===== src/obd_pkg.sv =====
// Purpose: constants shared by the option byte decoder
// Assumes: option bytes sit at consecutive byte offsets from the option area base
// Notes:   offsets are the low bits of the option area addresses
package obd_pkg;

   // option area layout, byte offsets from the base
   localparam logic [3:0] OFS_READOUT_LOCK      = 4'h0;
   localparam logic [3:0] OFS_BOOT_AREA_SIZE    = 4'h1;
   localparam logic [3:0] OFS_BOOT_AREA_COMP    = 4'h2;
   localparam logic [3:0] OFS_PIN_REMAP         = 4'h3;
   localparam logic [3:0] OFS_PIN_REMAP_COMP    = 4'h4;
   localparam logic [3:0] OFS_MISC_CONFIG       = 4'h5;
   localparam logic [3:0] OFS_MISC_CONFIG_COMP  = 4'h6;
   localparam logic [3:0] OFS_CLOCK_CONFIG      = 4'h7;
   localparam logic [3:0] OFS_CLOCK_CONFIG_COMP = 4'h8;
   localparam logic [3:0] OFS_SETTLE_COUNT      = 4'h9;
   localparam logic [3:0] OFS_SETTLE_COUNT_COMP = 4'hA;
   localparam int         NUM_BYTES             = 11;

   // factory values of plain and complemented bytes
   localparam logic [7:0] RESET_PLAIN = 8'h00;
   localparam logic [7:0] RESET_COMP  = 8'hFF;

   // read-out lock enabling code
   localparam logic [7:0] READOUT_LOCK_CODE = 8'hAA;

   // boot area decode
   localparam logic [7:0] BOOT_NONE      = 8'h00;
   localparam logic [7:0] BOOT_MAX_CODE  = 8'h7F;
   localparam logic [7:0] BOOT_ALL_PAGES = 8'h80;
   localparam logic [7:0] VECTOR_PAGES   = 8'h02;

   // misc config bit positions
   localparam int BIT_TRIM_SIZE   = 4;
   localparam int BIT_SLOW_RC_EN  = 3;
   localparam int BIT_INDEP_WD_HW = 2;
   localparam int BIT_WIN_WD_HW   = 1;
   localparam int BIT_WIN_WD_HALT = 0;

   // clock config bit positions
   localparam int BIT_EXT_CLK     = 3;
   localparam int BIT_WAKEUP_SEL  = 2;
   localparam int BIT_PRESC_HI    = 1;
   localparam int BIT_PRESC_LO    = 0;

   // wakeup prescaler expected input, in MHz
   localparam logic [4:0] WAKEUP_IN_16MHZ = 5'h10;
   localparam logic [4:0] WAKEUP_IN_8MHZ  = 5'h08;
   localparam logic [4:0] WAKEUP_IN_4MHZ  = 5'h04;

   // settle count codes and their waits in half oscillator cycles
   localparam logic [7:0]  SETTLE_CODE_2048 = 8'h00;
   localparam logic [7:0]  SETTLE_CODE_128  = 8'hB4;
   localparam logic [7:0]  SETTLE_CODE_8    = 8'hD2;
   localparam logic [7:0]  SETTLE_CODE_HALF = 8'hE1;
   localparam logic [12:0] SETTLE_HALF_2048 = 13'h1000;
   localparam logic [12:0] SETTLE_HALF_128  = 13'h0100;
   localparam logic [12:0] SETTLE_HALF_8    = 13'h0010;
   localparam logic [12:0] SETTLE_HALF_HALF = 13'h0001;

endpackage : obd_pkg


===== src/obd_option_decoder.sv =====
// Purpose: option byte store and decoder for device-wide configuration
// Assumes: byte port is synchronous to mclk; one write or read per cycle
// Notes:   decoded settings are registered; a bad pair falls back to factory values
`timescale 1ns/1ps
`default_nettype none

module obd_option_decoder (
   // clock and reset
   input  wire logic        mclk,
   input  wire logic        reset,
   // option byte access port
   input  wire logic [3:0]  opt_addr,
   input  wire logic [7:0]  opt_wdata,
   input  wire logic        opt_we,
   input  wire logic        opt_from_debug,
   output logic      [7:0]  opt_rdata,
   // halt reset inputs
   input  wire logic        halt_entry,
   input  wire logic        window_watchdog_active,
   // decoded settings
   output logic             readout_lock,
   output logic      [7:0]  boot_code_area,
   output logic             vectors_protected,
   output logic             fast_rc_trim_size,
   output logic             slow_rc_cpu_enable,
   output logic             indep_watchdog_hw_start,
   output logic             window_watchdog_hw_start,
   output logic             window_watchdog_halt_reset,
   output logic             halt_reset,
   output logic             external_clock_select,
   output logic             wakeup_clock_select,
   output logic      [4:0]  wakeup_input_mhz,
   output logic      [12:0] osc_settle_half_cycles,
   output logic      [4:0]  config_error
);

   typedef struct packed {
      logic [obd_pkg::NUM_BYTES-1:0][7:0] mem;
      logic [7:0]  rdata;
      logic        lock;
      logic [7:0]  boot_pages;
      logic        vec_prot;
      logic        trim4;
      logic        slow_en;
      logic        iwd_hw;
      logic        wwd_hw;
      logic        halt_en;
      logic        halt_rst;
      logic        ext_clk;
      logic        wake_sel;
      logic [4:0]  wake_mhz;
      logic [12:0] settle;
      logic [4:0]  err;
   } obd_state_s;

   obd_state_s s;
   obd_state_s next_s;
   logic       protected_addr;
   logic [7:0] misc_eff;
   logic [7:0] clk_eff;
   logic [7:0] boot_eff;
   logic [7:0] settle_eff;

   // lock and boot bytes only change through the programming port
   assign protected_addr = (opt_addr == obd_pkg::OFS_READOUT_LOCK) ||
                           (opt_addr == obd_pkg::OFS_BOOT_AREA_SIZE) ||
                           (opt_addr == obd_pkg::OFS_BOOT_AREA_COMP);

   // next state: store, compare pairs, decode
   always_comb begin
      next_s = s;
      next_s.halt_rst = 1'b0;
      if (opt_we && (opt_addr < 4'(obd_pkg::NUM_BYTES)) && (opt_from_debug || !protected_addr)) begin
         next_s.mem[opt_addr] = opt_wdata;
      end
      if (!opt_we && (opt_addr < 4'(obd_pkg::NUM_BYTES))) begin
         next_s.rdata = s.mem[opt_addr];
      end else begin
         next_s.rdata = 8'h00; // unmapped or write cycle reads zero
      end
      // pair checks: plain byte must equal complement of its copy
      for (int i = 0; i < 5; i++) begin
         next_s.err[i] = (next_s.mem[2*i+1] != ~next_s.mem[2*i+2]);
      end
      // a failing pair decodes as its factory value, not the bad one
      boot_eff   = next_s.err[0] ? obd_pkg::RESET_PLAIN : next_s.mem[obd_pkg::OFS_BOOT_AREA_SIZE];
      misc_eff   = next_s.err[2] ? obd_pkg::RESET_PLAIN : next_s.mem[obd_pkg::OFS_MISC_CONFIG];
      clk_eff    = next_s.err[3] ? obd_pkg::RESET_PLAIN : next_s.mem[obd_pkg::OFS_CLOCK_CONFIG];
      settle_eff = next_s.err[4] ? obd_pkg::RESET_PLAIN : next_s.mem[obd_pkg::OFS_SETTLE_COUNT];
      // lock has no copy; anything but the code leaves reads open
      next_s.lock = (next_s.mem[obd_pkg::OFS_READOUT_LOCK] == obd_pkg::READOUT_LOCK_CODE);
      // boot area page count
      if (boot_eff == obd_pkg::BOOT_NONE) begin
         next_s.boot_pages = 8'h00;
      end else if (boot_eff <= obd_pkg::BOOT_MAX_CODE) begin
         next_s.boot_pages = boot_eff;
      end else begin
         next_s.boot_pages = obd_pkg::BOOT_ALL_PAGES;
      end
      next_s.vec_prot = (next_s.boot_pages >= obd_pkg::VECTOR_PAGES);
      // misc settings
      next_s.trim4   = misc_eff[obd_pkg::BIT_TRIM_SIZE];
      next_s.slow_en = misc_eff[obd_pkg::BIT_SLOW_RC_EN];
      next_s.iwd_hw  = misc_eff[obd_pkg::BIT_INDEP_WD_HW];
      next_s.wwd_hw  = misc_eff[obd_pkg::BIT_WIN_WD_HW];
      next_s.halt_en = misc_eff[obd_pkg::BIT_WIN_WD_HALT];
      // halt reset uses the setting already applied
      next_s.halt_rst = halt_entry && window_watchdog_active && s.halt_en;
      // clock settings
      next_s.ext_clk  = clk_eff[obd_pkg::BIT_EXT_CLK];
      next_s.wake_sel = clk_eff[obd_pkg::BIT_WAKEUP_SEL];
      if (!clk_eff[obd_pkg::BIT_PRESC_HI]) begin
         next_s.wake_mhz = obd_pkg::WAKEUP_IN_16MHZ;
      end else if (!clk_eff[obd_pkg::BIT_PRESC_LO]) begin
         next_s.wake_mhz = obd_pkg::WAKEUP_IN_8MHZ;
      end else begin
         next_s.wake_mhz = obd_pkg::WAKEUP_IN_4MHZ;
      end
      // settle wait; undefined codes take the longest, safest wait
      if (settle_eff == obd_pkg::SETTLE_CODE_128) begin
         next_s.settle = obd_pkg::SETTLE_HALF_128;
      end else if (settle_eff == obd_pkg::SETTLE_CODE_8) begin
         next_s.settle = obd_pkg::SETTLE_HALF_8;
      end else if (settle_eff == obd_pkg::SETTLE_CODE_HALF) begin
         next_s.settle = obd_pkg::SETTLE_HALF_HALF;
      end else begin
         next_s.settle = obd_pkg::SETTLE_HALF_2048;
      end
   end

   // state register, factory contents after reset
   always_ff @(posedge mclk) begin
      if (reset) begin
         s            <= '0;
         s.mem[obd_pkg::OFS_BOOT_AREA_COMP]    <= obd_pkg::RESET_COMP;
         s.mem[obd_pkg::OFS_PIN_REMAP_COMP]    <= obd_pkg::RESET_COMP;
         s.mem[obd_pkg::OFS_MISC_CONFIG_COMP]  <= obd_pkg::RESET_COMP;
         s.mem[obd_pkg::OFS_CLOCK_CONFIG_COMP] <= obd_pkg::RESET_COMP;
         s.mem[obd_pkg::OFS_SETTLE_COUNT_COMP] <= obd_pkg::RESET_COMP;
         s.wake_mhz   <= obd_pkg::WAKEUP_IN_16MHZ;
         s.settle     <= obd_pkg::SETTLE_HALF_2048;
      end else begin
         s <= next_s;
      end
   end

   // outputs straight from the state flops
   assign opt_rdata                  = s.rdata;
   assign readout_lock               = s.lock;
   assign boot_code_area             = s.boot_pages;
   assign vectors_protected          = s.vec_prot;
   assign fast_rc_trim_size          = s.trim4;
   assign slow_rc_cpu_enable         = s.slow_en;
   assign indep_watchdog_hw_start    = s.iwd_hw;
   assign window_watchdog_hw_start   = s.wwd_hw;
   assign window_watchdog_halt_reset = s.halt_en;
   assign halt_reset                 = s.halt_rst;
   assign external_clock_select      = s.ext_clk;
   assign wakeup_clock_select        = s.wake_sel;
   assign wakeup_input_mhz           = s.wake_mhz;
   assign osc_settle_half_cycles     = s.settle;
   assign config_error               = s.err;
endmodule : obd_option_decoder

`default_nettype wire


===== config.mk =====
export PLATFORM = sky130hd
export DESIGN_NAME = obd_option_decoder
export DESIGN_NICKNAME = d
export VERILOG_FILES = /design/src/obd_pkg.sv /design/src/obd_option_decoder.sv
export SDC_FILE = /design/constraint.sdc
export NUM_CORES = 1
export LEC_CHECK = 0
export ABC_CLOCK_PERIOD_IN_PS = 2000
export BUFFER_PORTS_ARGS = -buffer_cell sky130_fd_sc_hd__buf_2
export CAP_MARGIN = 20
export CORE_MARGIN = 3
export CORE_UTILIZATION = 38
export DETAILED_ROUTE_END_ITERATION = 8
export GPL_ROUTABILITY_DRIVEN = 0
export RECOVER_POWER = 50
export SLEW_MARGIN = 20
export SYNTH_ARGS = -nofsm -noshare
export SYNTH_HDL_FRONTEND = slang
export SYNTH_SLANG_ARGS = --single-unit

===== constraint.sdc =====
create_clock -name mclk -period 2 [get_ports mclk]
set_clock_uncertainty 0.15 [all_clocks]
set_input_delay 0.1 -clock mclk [delete_from_list [all_inputs] [get_ports mclk]]
set_output_delay 0.1 -clock mclk [all_outputs]
set_load 0.02 [all_outputs]

* Word-level counts from Yosys, hierarchy flattened
Index checks and enable logic that the tools add are counted.
** Word-level totals
- Bits in registers :: 137
- Latch bits :: 0
- RAM bits :: 0
- Bits in read-only memories :: 0
- Bits of input ports :: 18
- Memories kept :: 0
** Operators by class
- $add $sub $neg :: 0
- Multipliers :: 0
- Divide/modulo/power cells :: 0
- Order comparisons :: 5
- Eq/ne operators :: 11
- Shift-type cells :: 0
- Mux-type cells :: 15
- Bitwise logic cells :: 7
- Reductions and logical operators :: 19
** Operator list (number)
- $bwmux W88 :: 1
- $mux W88 :: 1
- $mux W8 :: 6
- $ne A8 B8 Y1 :: 5
- $not A8 Y8 :: 5
- $mux W13 :: 3
- $bmux W8 S4 :: 1
- $demux W8 S4 :: 1
- $eq A8 B8 Y1 const B :: 4
- $reduce_or A2 Y1 :: 5
- $ge A8 B2 Y1 const B :: 1
- $le A8 B7 Y1 const B :: 1
- $logic_not A8 Y1 :: 1
- $logic_and A1 B1 Y1 :: 6
- $lt A4 B5 Y1 const B :: 1
- $eq A4 B1 Y1 const B :: 1
- $eq A4 B2 Y1 const B :: 1
- $ge A4 B1 Y1 const B :: 1
- $logic_not A4 Y1 :: 1
- $lt A4 B4 Y1 const B :: 1
- $mux W4 :: 1
- $logic_or A1 B1 Y1 :: 3
- $reduce_or A3 Y1 :: 1
- $logic_not A1 Y1 :: 2
- 2 further kinds :: 3

* Longest topological paths before layout
- Depth after elaboration :: 14
- Mapped depth :: 9

* Least setup slack after synthesis
No wires, ideal clock.
- Kind :: input-to-reg
- Start point :: in opt_addr[2]
- End point :: reg s (netlist bit wakeup_input_mhz[4])
- Setup time :: 0.120 ns
- Data arrival time :: 1.675 ns
- Required time :: 1.730 ns
- Setup slack :: 0.055 ns
- Stages :: 7
- Buffers on the path :: 1
- Cells stage by stage :: buf_4 -> and2_1 -> and3_1 -> a221o_1 -> a222oi_1 -> nand4_1 -> or2_1
** On the way
- Word-level cells in the longest chain between the ends :: 12
- Elaborated cells between the ends (all ways) :: 22
- Classes of those cells :: order compare (3); eq/ne (3); mux (5); bitwise (2); reduce/logical (9)
** RTL lines
- start, declared :: RTL line obd_option_decoder.sv:12 : input wire logic [3:0] opt_addr,
- branches (longest 6 deep; another with $lt A4 B5 Y1)
- $mux W88 * :: RTL line obd_option_decoder.sv:73 : if (opt_we && (opt_addr < 4'(obd_pkg::NUM_BYTES)) && (opt_from_debug || !protected_addr)) begin
- $not A8 Y8 :: RTL line obd_option_decoder.sv:83 : next_s.err[i] = (next_s.mem[2*i+1] != ~next_s.mem[2*i+2]);
- $ne A8 B8 Y1 :: RTL line obd_option_decoder.sv:83
- $mux W2 * :: RTL line obd_option_decoder.sv:88 : clk_eff = next_s.err[3] ? obd_pkg::RESET_PLAIN : next_s.mem[obd_pkg::OFS_CLOCK_CONFIG];
- $not A1 Y1 (no source line) *
- $reduce_or A2 Y1 (no source line) *
- end signal, assigned :: RTL line obd_option_decoder.sv:143 : s <= next_s;
- end, declared :: RTL line obd_option_decoder.sv:56 : obd_state_s s;
Every way passes the cells marked *.
A chain may end at the register's enable or synchronous reset.

* Final worst setup path
- Start point :: reg s[113] (netlist name)
- End point :: reg s (netlist bit config_error[3])
** On the way
- Word-level cells in the longest chain between the ends :: 4
** RTL lines
- $bwmux W88 :: RTL line obd_option_decoder.sv:74 : next_s.mem[opt_addr] = opt_wdata;
- $mux W88 * :: RTL line obd_option_decoder.sv:73
- $not A8 Y8 * :: RTL line obd_option_decoder.sv:83
- $ne A8 B8 Y1 * :: RTL line obd_option_decoder.sv:83
Mark *: on every way between the ends. The rest lies on a longest branch, timed or not.

==> flow_summary.yaml <==
status:
  status: "finished clean"
sta:
  relSlewSlack_pct: 31.3
  finalSetupTns_ps: 0
  drv_slew: 0
  hold_viol_final: 0
  setup_ws_ps: 8.61
  rsz0062_at_grt: "true"
  fin_crit_ps: 1990
  fin_crit_sh_pct: 99.6
  worstMarginPinSlew_ps: 1030
  fin_hold_ws_ps: 40.2
  max_freq_mhz: 502
  setup_viol_count_final: 0
synthesis:
  synth_common_cells: "dfxtp_1 (126), nand2_1 (111), nor2_1 (76), a21oi_1 (62), clkbuf_1 (49)"
  synthMostInstantiatedCell: "dfxtp_1"
  synth_top_area_cell: "dfxtp_1"
  yosys_warnings: 0
  synthesis.area_um2: 7070
  synthTopCellsByArea: "dfxtp_1 (36%), nand2_1 (5.9%), xnor2_1 (5.6%)"
  yosysUniqueCellTypes: 64
  ys_ff_latch: 126
  synthFlopType: "dfxtp_1"
  synth-edff-count: 0
  async_reset_ff_share_pct: 0
  avgSynthCellArea_um2: 8.38
  ys_seq_area_share_pct: 35.7
  synthCells: 844
  synth_top_area_share_pct: 35.7
run:
  drv_cap: 0
critical_path:
  critPathKind: "flip-flop to flip-flop"
  cp-start-kind: "flip-flop"
  reg2reg_depth: 8
  reg2reg_slack_ps: 9
  path_max_fanout: 3
  rr_startpoint: "s[113]$_SDFF_PP1_"
  crit_path_end_kind: "flip-flop"
  reg2reg_to: "config_error[3]$_SDFF_PP0_"
  worstPathArrival_ps: 2160
  worstPathRequired_ps: 2160
global_routing:
  grt.busiest_layer: "met2"
  met3_usage_pct: 7.16
  grt_first_pass_wirelength_um: 38600
  gr-usage-met1_pct: 32.5
  grt_overflow: 0
  use_met2_pct: 39.3
  grt_max_degree: 37
  grt.total_usage_pct: 24.9
  grt_pass1_vias: 6756
  antenna_found_initial: 0
final_layout:
  diodes: 0
  final_cell_count_no_fill: 1239
  utilization_pct: 50.8
  nets: 1015
  syn_to_final_growth_pct: 30.5
  final_area_um2: 9220
  layout-drive-gt1-share_pct: 27.5
drt:
  num_vias: 6968
  wl_per_cell_um: 20.1
  firstDrtPassIters: 5
  ant_nets: 0
  drcViolationCount: 0
  drtIter0Drc: 772
  wl_um: 24900
  viasPerCell: 5.62
clock_tree:
  cts.path.max_buffers: 2
  htreeDepth: 4
  path_clk_slew_ps: 60
  clock-sinks: 126
  clk-insertion-delay-late_ps: 430
  root_buffer: "clkbuf_16"
  cts_tree: "yes"
  cts_made_buffers: 17
placement:
  place_worst_setup_slack_ps: -167
  io_buffer_count: 55
  dpl_cell_area_um2: 8360
  place_inst: 1196
  dpl.hpwl_um: 18500
floorplan:
  initial_core_util_pct: 39.0
  die_y_um: 142
  die_w_um: 142
  die_area_um2: 20300
  io_pins: 67
  core_area_um2: 18100
  num_rows: 49
pwr:
  seqPwrFrac_pct: 37.7
  ir_worst_vdd_v: 0.000590
  power.internal_mw: 5.11
  cellPowerDensity_nw_per_um2: 747
  leakage_nw: 3.79
  clockPowerShare_pct: 48.9
  power_mw: 6.89
  switching_power_mw: 1.79
  combPwrFrac_pct: 13.5
  swShare_pct: 25.9
hold_path:
  holdPathEnd: "s[78]$_SDFF_PP0_"
  holdCritStartpoint: "opt_wdata[5]"
  hold_path_class: "primary input to flip-flop"
  whs_path_depth: 4
[power groups by stage]
stage,Combinational (mW),Sequential [mW],Clock (mW)
floorplan,0.540,2.64,0
global placement,0.854,2.65,0
detailed placement,0.855,2.65,0
CTS,0.888,2.59,3.41
global route,0.999,2.60,3.53
finish,0.928,2.60,3.37
[final cells by class]
type                            count  area (um^2)
Inverter                           21         78.8
Multi-Input combinational cell    597         4080
Clock buffer                       20          457
Fill cell                        1733         8920
Clock inverter                     12          183
Timing Repair Buffer              234         1590
Tap cell                          229          287
Sequential cell                   126         2540
[sequential cells by signal, summed over array words and instances (netlist names)]
register / cells
s: 88
boot_code_area: 8
opt_rdata: 8
config_error: 5
osc_settle_half_cycles: 4
wakeup_input_mhz: 3
external_clock_select: 1
fast_rc_trim_size: 1
halt_reset: 1
indep_watchdog_hw_start: 1
readout_lock: 1
slow_rc_cpu_enable: 1
vectors_protected: 1
wakeup_clock_select: 1
window_watchdog_halt_reset: 1
window_watchdog_hw_start: 1
[worst max-delay path, stage by stage, from the launching register on]
cell and delay, ps:
dfxtp_2 340, xnor2_2 130, nor4_2 310, buf_4 170, a22oi_2 70, a221oi_2 200
nand4_1 190, buf_4 180, and2_1 140
[worst max-delay path by stage]
stage / start / to / depth (start not counted)
after floorplan: opt_addr[2] / wakeup_input_mhz[4]$_SDFF_PP1_ / 7
after global placement: opt_we / boot_code_area[1]$_SDFF_PP0_ / 9
after detailed placement: opt_we / boot_code_area[6]$_SDFF_PP0_ / 9
after CTS: s[113]$_SDFF_PP1_ / wakeup_clock_select$_SDFF_PP0_ / 8
after global routing: s[113]$_SDFF_PP1_ / wakeup_input_mhz[2]$_SDFF_PP0_ / 8
final: s[113]$_SDFF_PP1_ / config_error[3]$_SDFF_PP0_ / 8
[what timing repair did]
action,CTS,global route
gates resized for setup,13,35
hold endpoints to repair,9,0
cloned,0,0
pin swaps,5,12
buffers inserted,0,2
setup endpoints to repair,15,26
hold buffers,9,0
[per-layer routing]
metal	share of wire, %	routed length, um
met5	0	0
met4	3.1	765
met3	8.4	2080
met2	46	11300
met1	43	10700
[layout by cell type, fill, tap and decap left out, drive strengths merged, types with 3 or more instances in the layout]
master         n
a211oi        13
a21o           3
a21oi         62
a221o         12
a221oi         4
a22o           3
a22oi          8
a31oi          5
a32oi          4
and2          11
and3           4
buf          178
bufinv         4
clkbuf        67
clkinv         5
clkinvlp       3
conb          11
dfxtp        126
dlygate4sd3    9
inv           21
mux2i         15
mux4          16
nand2        111
nand2b         3
nand3          7
nand3b         3
nand4          8
nor2          76
nor2b          6
nor3          18
nor3b          3
nor4          13
o2111ai        3
o211ai        42
o21ai         12
o221ai        16
o22ai         17
xnor2         45
xor2          18
[logic make-up after synthesis]
| logic type | synth area share, % |
|---|---|
| AND/OR/NAND/NOR | 18.5 |
| flip-flops | 35.7 |
| XOR/XNOR | 7.81 |
| other | 0.0530 |
| buffers and inverters | 9.54 |
| AO/OA/AOI/OAI | 21.1 |
| multiplexers | 7.38 |
Note: power is estimated with default switching activity, not from simulation.
